### src/inc/sdrc_consts.svh
`ifndef SDRC_CONSTS_SVH
`define SDRC_CONSTS_SVH

// =====================================================================
// Timing
// Clock period in ns at 25 MHz
`define SDRC_CLK_PERIOD_NS 40
// Least refresh cycle time in ns (plain default)
`define SDRC_TRFC_NS 300

// =====================================================================
// Address field positions
`define SDRC_BURST_SEL_BIT 12
`define SDRC_AUTO_PRE_BIT 10
`define SDRC_COL_MSB 9

// =====================================================================
// Widths and reset values
`define SDRC_ROW_W 16
`define SDRC_BANKS 8
`define SDRC_ROW_RESET 16'h0000
`define SDRC_TIMER_W 8

`endif

### src/inc/sdrc_pkg.sv
package sdrc_pkg;

    // Sampled command and address pins
    typedef struct packed {
        logic cke;
        logic cs_b;
        logic ras_b;
        logic cas_b;
        logic we_b;
        logic [2:0] ba;
        logic [15:0] addr;
        logic wr_err;
    } sdrc_pin_s;

    // Column access handed to the array
    typedef struct packed {
        logic write;
        logic burst8;
        logic auto_pre;
        logic [2:0] bank;
        logic [9:0] col;
    } sdrc_col_s;

    // Device command state
    typedef enum logic [1:0] {
        ST_IDLE,
        ST_REFRESH,
        ST_SELF_REF
    } sdrc_state_e;

endpackage

### src/sdrc_row_ctr.sv
`timescale 1ns/100ps
`include "sdrc_consts.svh"

module sdrc_row_ctr #(
    parameter int ROW_W = `SDRC_ROW_W
) (
    input wire logic clock,
    input wire logic rst_b,
    input wire logic advance,
    output logic [ROW_W-1:0] row
);

    // =================================================================
    // Internal refresh row address, steps once per refresh
    always_ff @(posedge clock or negedge rst_b) begin
        if (!rst_b) begin
            row <= ROW_W'(`SDRC_ROW_RESET);
        end else if (advance) begin
            row <= row + ROW_W'(1);
        end
    end

endmodule

### src/sdrc_top.sv
`timescale 1ns/100ps
`include "sdrc_consts.svh"

// Overview of operation
// - Address bit 12 low picks chopped four-beat, high eight-beat burst.
// - Address bit 12 on column commands never forms part of the column.
// - Data setup or hold errors corrupt only the addressed location, no hang.
// - Strobe or strobe-to-clock errors corrupt only the addressed location.
// - Chip select, row and column strobes low, write high start refresh.
// - Refresh rows come from internal counter; external address is ignored.
// - All banks end in precharged idle state when refresh completes.
// - After self-refresh exit, one refresh is needed before re-entry.
module sdrc_top #(
    parameter int TIMER_W = `SDRC_TIMER_W,
    parameter int ROW_W = `SDRC_ROW_W,
    parameter int BANKS = `SDRC_BANKS
) (
    input wire logic clock,
    input wire logic rst_b,
    input wire logic cke,
    input wire logic cs_b,
    input wire logic ras_b,
    input wire logic cas_b,
    input wire logic we_b,
    input wire logic [2:0] ba,
    input wire logic [15:0] addr,
    input wire logic wr_err,
    output sdrc_pkg::sdrc_col_s col_out,
    output logic col_valid,
    output logic data_suspect,
    output logic refresh_busy,
    output logic [ROW_W-1:0] refresh_row,
    output logic [BANKS-1:0] banks_open,
    output logic self_refresh,
    output logic sre_refused
);

    // =================================================================
    // Timing counts
    localparam int TRFC_CYC =
        (`SDRC_TRFC_NS + `SDRC_CLK_PERIOD_NS - 1) / `SDRC_CLK_PERIOD_NS;
    localparam logic [TIMER_W-1:0] TRFC_LOAD = TIMER_W'(TRFC_CYC - 1);

    // Command decode on sampled control pins
    function automatic logic cmd_is(input sdrc_pkg::sdrc_pin_s p,
                                    input logic [3:0] code);
        cmd_is = !p.cs_b && ({p.ras_b, p.cas_b, p.we_b} == code[2:0]);
    endfunction

    // =================================================================
    // Pin synchronisers
    sdrc_pkg::sdrc_pin_s pins_s1_reg;
    sdrc_pkg::sdrc_pin_s pins_q;
    sdrc_pkg::sdrc_pin_s pins_raw;
    logic cke_prev_reg;

    assign pins_raw = '{cke: cke, cs_b: cs_b, ras_b: ras_b, cas_b: cas_b,
                        we_b: we_b, ba: ba, addr: addr, wr_err: wr_err};

    // Two flops before any decode
    always_ff @(posedge clock or negedge rst_b) begin
        if (!rst_b) begin
            pins_s1_reg <= '0;
            pins_q <= '0;
            cke_prev_reg <= 1'b0;
        end else begin
            pins_s1_reg <= pins_raw;
            pins_q <= pins_s1_reg;
            cke_prev_reg <= pins_q.cke;
        end
    end

    // =================================================================
    // Command decode
    sdrc_pkg::sdrc_state_e state_reg;
    sdrc_pkg::sdrc_state_e state_next;
    logic [TIMER_W-1:0] timer_reg;
    logic [TIMER_W-1:0] timer_next;
    logic need_ref_reg;
    logic need_ref_next;
    logic [ROW_W-1:0] ctr_row;

    wire live = pins_q.cke && cke_prev_reg;
    wire is_act = live && cmd_is(pins_q, 4'h3);
    wire is_pre = live && cmd_is(pins_q, 4'h2);
    wire is_rd = live && cmd_is(pins_q, 4'h5);
    wire is_wr = live && cmd_is(pins_q, 4'h4);
    wire is_ref = live && cmd_is(pins_q, 4'h1);
    wire is_sre = !pins_q.cke && cke_prev_reg && cmd_is(pins_q, 4'h1);
    wire is_srx = pins_q.cke && !cke_prev_reg;
    wire in_idle = (state_reg == sdrc_pkg::ST_IDLE);
    wire in_sref = (state_reg == sdrc_pkg::ST_SELF_REF);
    wire col_cmd = in_idle && (is_rd || is_wr);
    wire auto_pre = pins_q.addr[`SDRC_AUTO_PRE_BIT];
    wire ref_start = in_idle && is_ref;
    // entry refused until a refresh after exit
    wire sre_ok = in_idle && is_sre && !need_ref_reg;
    wire sre_bad = in_idle && is_sre && need_ref_reg;
    wire ref_done = (state_reg == sdrc_pkg::ST_REFRESH) &&
                    (timer_reg == '0);
    // Self-refresh does one internal refresh on entry
    wire row_step = ref_start || sre_ok;

    // rows only from the internal counter
    sdrc_row_ctr #(
        .ROW_W(ROW_W)
    ) u_row_ctr (
        .clock(clock),
        .rst_b(rst_b),
        .advance(row_step),
        .row(ctr_row)
    );

    // =================================================================
    // Column request build
    sdrc_pkg::sdrc_col_s col_next;
    // column field stops below the selector bit
    assign col_next = '{write: is_wr,
                        burst8: pins_q.addr[`SDRC_BURST_SEL_BIT],
                        auto_pre: auto_pre,
                        bank: pins_q.ba,
                        col: pins_q.addr[`SDRC_COL_MSB:0]};

    // =================================================================
    // Bank tracking
    logic [BANKS-1:0] bank_hot;
    logic [BANKS-1:0] banks_next;
    assign bank_hot = BANKS'(1) << pins_q.ba;

    always_comb begin
        banks_next = banks_open;
        if (ref_done) begin
            banks_next = '0;
        end else if (in_idle && is_act) begin
            banks_next = banks_open | bank_hot;
        end else if (in_idle && is_pre) begin
            banks_next = auto_pre ? '0 : (banks_open & ~bank_hot);
        end else if (col_cmd && auto_pre) begin
            banks_next = banks_open & ~bank_hot;
        end
    end

    // =================================================================
    // Command state machine
    always_comb begin
        state_next = state_reg;
        timer_next = timer_reg;
        need_ref_next = need_ref_reg;
        case (state_reg)
            sdrc_pkg::ST_IDLE: begin
                if (ref_start) begin
                    state_next = sdrc_pkg::ST_REFRESH;
                    timer_next = TRFC_LOAD;
                end else if (sre_ok) begin
                    state_next = sdrc_pkg::ST_SELF_REF;
                end
            end
            sdrc_pkg::ST_REFRESH: begin
                // Commands here ignored; address bus unused
                if (timer_reg == '0) begin
                    state_next = sdrc_pkg::ST_IDLE;
                    need_ref_next = 1'b0;
                end else begin
                    timer_next = timer_reg - TIMER_W'(1);
                end
            end
            sdrc_pkg::ST_SELF_REF: begin
                if (is_srx) begin
                    state_next = sdrc_pkg::ST_IDLE;
                    need_ref_next = 1'b1;
                end
            end
            default: begin
                state_next = sdrc_pkg::ST_IDLE;
            end
        endcase
    end

    // State registers
    always_ff @(posedge clock or negedge rst_b) begin
        if (!rst_b) begin
            state_reg <= sdrc_pkg::ST_IDLE;
            timer_reg <= '0;
            need_ref_reg <= 1'b0;
            banks_open <= '0;
        end else begin
            state_reg <= state_next;
            timer_reg <= timer_next;
            need_ref_reg <= need_ref_next;
            banks_open <= banks_next;
        end
    end

    // =================================================================
    // Registered outputs
    always_ff @(posedge clock or negedge rst_b) begin
        if (!rst_b) begin
            col_out <= '0;
            col_valid <= 1'b0;
            data_suspect <= 1'b0;
            refresh_busy <= 1'b0;
            refresh_row <= ROW_W'(`SDRC_ROW_RESET);
            self_refresh <= 1'b0;
            sre_refused <= 1'b0;
        end else begin
            col_valid <= col_cmd;
            if (col_cmd) begin
                col_out <= col_next;
            end
            // bad write data marks only that location
            // strobe errors never stall the decoder
            data_suspect <= col_cmd && is_wr && pins_q.wr_err;
            refresh_busy <= (state_next == sdrc_pkg::ST_REFRESH);
            if (row_step) begin
                refresh_row <= ctr_row;
            end
            self_refresh <= (state_next == sdrc_pkg::ST_SELF_REF);
            sre_refused <= sre_bad;
        end
    end
endmodule

### config.mk
export PLATFORM = sky130hd
export DESIGN_NAME = sdrc_top
export DESIGN_NICKNAME = d
export VERILOG_FILES = /design/src/inc/sdrc_pkg.sv /design/src/sdrc_row_ctr.sv /design/src/sdrc_top.sv
export VERILOG_INCLUDE_DIRS = /design/src /design/src/inc
export SDC_FILE = /design/constraint.sdc
export NUM_CORES = 1
export LEC_CHECK = 0
export CORE_ASPECT_RATIO = 0.75
export CORE_MARGIN = 3
export CORE_UTILIZATION = 60
export DETAILED_ROUTE_END_ITERATION = 8
export DONT_BUFFER_PORTS = 1
export GPL_TIMING_DRIVEN = 0
export PLACE_DENSITY = 0.88
export SYNTH_ARGS = -nofsm -noshare
export SYNTH_HDL_FRONTEND = slang
export SYNTH_SLANG_ARGS = --single-unit
export TNS_END_PERCENT = 30
### constraint.sdc
create_clock -name clock -period 3.8 [get_ports clock]
set_input_delay 0.19 -clock clock [delete_from_list [all_inputs] [get_ports clock]]
set_output_delay 0.19 -clock clock [all_outputs]
set_load 0.02 [all_outputs]
Yosys cells after proc, flatten, opt, wreduce, memory -nomap -nowiden
Cells that the tools add are included.
{"block": "totals", "regBits": 117, "out_inout_bits": 45}
{"block": "op_classes", "addsub": 2, "n_eq_ne": 13, "shifts": 1, "mux": 16, "bitwise": 3, "n_reduce_logical": 38}
{"cell": "2-to-1 mux 8 bit", "count": 7}
{"cell": "logical AND 1 bit", "count": 25}
{"cell": "adder 16 x 1 -> 16 bit, second input constant", "count": 1}
{"cell": "case mux 8 bit (2 select lines)", "count": 1}
{"cell": "AND 8 bit", "count": 1}
{"cell": "logical NOT 8 bit", "count": 1}
{"cell": "2-to-1 mux 2 bit", "count": 4}
{"cell": "NOT 8 bit", "count": 1}
{"cell": "OR 8 bit", "count": 1}
{"cell": "<< shifter 1 x 3 -> 8 bit, first input constant", "count": 1}
{"cell": "subtractor 8 x 1 -> 8 bit, second input constant", "count": 1}
{"cell": "equality test 3 x 2 -> 1 bit, second input constant", "count": 2}
{"cell": "equality test 3 bit, second input constant", "count": 2}
{"cell": "case mux 2 bit (3 select lines)", "count": 1}
{"cell": "AND reduction 3 bit", "count": 2}
{"cell": "equality test 2 x 1 -> 1 bit, second input constant", "count": 2}
{"cell": "equality test 2 bit, second input constant", "count": 2}
{"cell": "logical NOT 1 bit", "count": 4}
{"cell": "inequality test 2 x 1 -> 1 bit, second input constant", "count": 2}
{"cell": "inequality test 2 bit, second input constant", "count": 2}
{"cell": "nonzero test 2 bit", "count": 2}
{"cell": "nonzero test 4 bit", "count": 1}
{"cell": "equality test 3 x 1 -> 1 bit, second input constant", "count": 1}
{"cell": "logical NOT 2 bit", "count": 1}
{"cell": "other kinds (3)", "count": 5}

Longest topological paths before layout
{"block": "logic_depth", "word_depth": 10, "depth_mapped": 6}

By module
From an unflattened synthesis, not the netlist that was laid out.
{"block": "unflattened", "hier_cells": 307, "area_unflattened_um2": 4284.1}
{"mod": "sdrc_top", "n_inst": 1, "cells_each": 251, "area_per_inst_um2": 3588.4, "seq_area_each_um2": 2477.4}
{"mod": "sdrc_row_ctr", "n_inst": 1, "cells_each": 56, "area_per_inst_um2": 695.7, "seq_area_each_um2": 400.4}

Least setup slack after synthesis
No wires, ideal clock.
{"block": "synth_path", "kind": "register to register", "start": "register timer_reg[0]", "end": "register refresh_busy", "setup_ns": 0.143, "t_arrival_ns": 1.633, "path_slack_ns": 2.024, "path_stages_with_launch": 7, "synth_period_minus_slack_ns": 1.776, "path_cell_list": "dfrtp_1 -> inv_1 -> ha_1 -> or3b_2 -> or2_1 -> a21o_1 -> a21boi_0"}
{"block": "synth_via", "elab_chain_cells": 4}
{"element": "start, declared", "line_no": "sdrc_top.sv:77", "rtl": "logic [TIMER_W-1:0] timer_reg;"}
{"element": "start signal, assigned", "line_no": "sdrc_top.sv:188", "rtl": "timer_reg <= timer_next;"}
{"element": "logical NOT 8 bit", "line_no": "sdrc_top.sv:160", "rtl": "if (timer_reg == '0) begin"}
{"element": "2-to-1 mux 2 bit", "line_no": "sdrc_top.sv:160"}
{"element": "case mux 2 bit (3 select lines)", "line_no": "sdrc_top.sv:149", "rtl": "case (state_reg)"}
{"element": "equality test 2 x 1 -> 1 bit", "line_no": "sdrc_top.sv:213", "rtl": "refresh_busy <= (state_next == sdrc_pkg::ST_REFRESH);"}
{"element": "end signal, assigned", "line_no": "sdrc_top.sv:213"}
{"element": "end, declared", "line_no": "sdrc_top.sv:31", "rtl": "output logic refresh_busy,"}
Every way passes these cells.
A chain may end at the register's enable or synchronous reset.

Final worst setup path
{"block": "layout_path", "start": "register timer_reg[0]", "end": "register state_reg[0]"}
{"block": "layout_via", "elab_chain_cells": 3}
{"element": "logical NOT 8 bit", "line_no": "sdrc_top.sv:160"}
{"element": "2-to-1 mux 2 bit", "line_no": "sdrc_top.sv:160"}
{"element": "case mux 2 bit (3 select lines)", "line_no": "sdrc_top.sv:149"}
{"element": "named net state_next[0]", "line_no": "sdrc_top.sv:76", "rtl": "sdrc_pkg::sdrc_state_e state_next;"}
{"element": "end signal, assigned", "line_no": "sdrc_top.sv:182", "rtl": "state_reg <= sdrc_pkg::ST_IDLE;"}
{"element": "end signal, assigned", "line_no": "sdrc_top.sv:187", "rtl": "state_reg <= state_next;"}
{"element": "end, declared", "line_no": "sdrc_top.sv:75", "rtl": "sdrc_pkg::sdrc_state_e state_reg;"}
The timed path passes the listed nets, and every way through them passes these cells.

==> flow_summary.toml <==
[run_status]
status = "finished, final reports clean"

[finish]
final_util_pct = 80.1
multi_input_area_sq_um = 1330
nNetsFinal = 367
nFillCells = 340
drive_gt1_share_pct = 23.6
final_area_sq_um = 5290
largest_reg_flops = 21
seqCellArea_sq_um = 2880
syn_to_final_growth_pct = 23.7
n_antenna_cell = 0

[timing]
hold_viol_final = 0
fin_crit_ns = 1.98
worst_slew_pin_slew_ns = 0.682
period_share_pct = 52.0
setup_tns_ns = 0
timing.final.ws_setup_ns = 1.82
fin_skew_ns = 0.00475
setup_viol = 0
rsz0062_at_grt = "false"
slew_headroom_pct = 54.6
final_max_slew_viol_count = 0
fmaxAchievable_mhz = 506

[worst_setup_path]
path_buf_inv = 1
critPathRequiredTime_ns = 4.15
startpoint_type = "flip-flop"
cp_max_fo = 5
critPathTopFamily = "simple AND/OR/NAND/NOR gates"
reg2reg_slack_ns = 1.82
critPathSlowestCell = "or3b_2"
max_stage_delay_ns = 0.50
crit_chain = "inv_1, ha_1, or3b_2, or2_1, a21o_1, a21boi_0"
crit_type = "reg -> reg"
worstSetupEndpointType = "flip-flop"
critPathArrivalTime_ns = 2.33

[die]
die_y_um = 79.1
die-area_sq_um = 8190
io_pins = 72
start_util_pct = 64.8
die_x_um = 103
rows = 25
core_area_sq_um = 6600

[cts]
cts.sinks = 115
h-tree-depth = 4
cts_tree = "done"
cts_resized = 0
cts_buffer_depth = 2
clkTransAtPathRegs_ns = 0.06
clk_root_buffer_cell = "clkbuf_8"
numCtsBuffers = 17
cts_hold_buffers = 23
clock_latency_ns = 0.51
post_cts_buffers = 0

[synthesis]
synthCells = 296
avgSynthCellArea_sq_um = 14.4
yosysTopAreaCell = "dfrtp_1"
netlist_area_sq_um = 4280
synth-seq-cells = 115
synth_edf_count = 0
synthesis.nets = 325
synth_area_leaders = "dfrtp_1 67%, mux2_2 8.2%, xor2_1 2.5%, xnor2_1 1.4%, o221a_2 1.3%"
synth-main-ff-cell = "dfrtp_1"
synth.distinct_cells = 49
ys_warn_count = 0
ys_seq_area_share_pct = 67.3
synth_top_area_share_pct = 67.3
synthArstFlopShare_pct = 100

[grt]
grt_overflow = 0
track_usage_pct = 23.1
antenna_found_initial = 0
grt_start_max_net_pins = 116
grt_pass1_wl_um = 14000
grt_pass1_vias = 2825

[placement]
port_buffers = 0
placed_area_sq_um = 4390
place_hpwl_um = 5040
pre_cts_ws_ns = 1.86
globalplace.congestion = 0.860

[route]
routed_wl_um = 8430
route.vias.total = 2551
drtAntennaViolNets = 0
drt_pass1_iterations = 4
viasPerCell = 5.73
drc = 0
drtIter0Drc = 103
avgRoutedWirePerCell_um = 19.0

[pwr]
power_per_cell_area_nw_per_um2 = 725
ir_worst_vdd_v = 0.000452
leakagePower_nw = 2.47

[run]
maxCapViolations = 0

[hold_path]
hold_path_class = "in -> reg"
## placed cells by master (no fill, tap or decap), drive strengths merged, types with 4 or more instances in the layout
cell	n
a211oi	7
nand2	13
buf	4
bufinv	5
clkbuf	25
dfrtp	115
o221a	8
nand4	6
nand3	5
o21ai	6
inv	7
xnor2	7
nor2	14
mux2	31
clkinv	4
nor3b	4
nor3	4
xor2	12
dlygate4sd3	22
## cells in the mapped netlist (3+ instances only)
cell type / n
nor3b_1: 3
xor2_1: 12
nor2_1: 14
nand3_1: 4
nand2_1: 13
nand4_1: 6
and4_1: 3
nor4_1: 3
inv_1: 6
a211oi_1: 7
o221a_1: 3
nand2b_1: 3
o211ai_1: 3
and3_1: 3
nor3_1: 4
clkbuf_1: 6
o21ai_0: 6
xnor2_1: 7
mux2_2: 31
dfrtp_1: 115
o221a_2: 5
## report_power, final
| group | internal (mW) | total, mW | switching [mW] |
|---|---|---|---|
| clock | 1.16 | 1.71 | 0.547 |
| combinational | 0.223 | 0.413 | 0.189 |
| sequential | 1.41 | 1.71 | 0.303 |
| total | 2.80 | 3.84 | 1.04 |
## path summary, 6_finish.rpt
| path | cells past startpoint | start | end |
|---|---|---|---|
| hold reg to reg | 0 | pins_s1_reg[22]$_DFF_PN0_ | pins_q[22]$_DFF_PN0_ |
| min in group asynchronous | 2 | rst_b | self_refresh$_DFF_PN0_ |
| hold / removal | 1 | addr[0] | pins_s1_reg[1]$_DFF_PN0_ |
| setup reg to reg | 6 | timer_reg[0]$_DFFE_PN0P_ | state_reg[0]$_DFF_PN0_ |
| max in group asynchronous | 2 | rst_b | col_out[15]$_DFFE_PN0N_ |
| setup / recovery | 6 | timer_reg[0]$_DFFE_PN0P_ | state_reg[0]$_DFF_PN0_ |
## through the flow
step / power, mW / hold slack, ns / instances
after detailed placement: 2.09 / -0.102 / 390
final: 3.84 / 0.234 / 445
after global placement: 2.06 / -0.102 / 390
after global routing: 4.00 / 0.216 / 445
after floorplan: 1.98 / -0.106 / 296
after CTS: 3.86 / 0.216 / 445
## cell type report
class	count	area share (%)
plain buffers	9	0.946
inverters	6	0.426
clock inverters	13	3.88
clock buffers	19	8.35
well taps	94	2.22
flip-flops and latches	115	54.4
multi-input cells	166	25.1
repair buffers	23	4.68
## cells by family after synthesis
logic type / after synthesis / share of synthesized area [%]
AO/OA/AOI/OAI: 36 / 6.61
XOR/XNOR: 19 / 3.89
adder cells (fa/ha/maj): 2 / 0.585
buffers and inverters: 15 / 1.70
flip-flops: 115 / 67.3
multiplexers: 33 / 8.63
AND/OR/NAND/NOR: 76 / 11.3
## layer usage
layer | wire length [um] | up-vias | GRT usage [%]
met5 | 0 | - | 0
met4 | 130 | 0 | 8.80
met3 | 588 | 14 | 9.92
met2 | 4260 | 87 | 36.3
met1 | 3460 | 1302 | 28.4
li1 | - | 1148 | -
No activity file was read; power rests on OpenSTA's default activity.
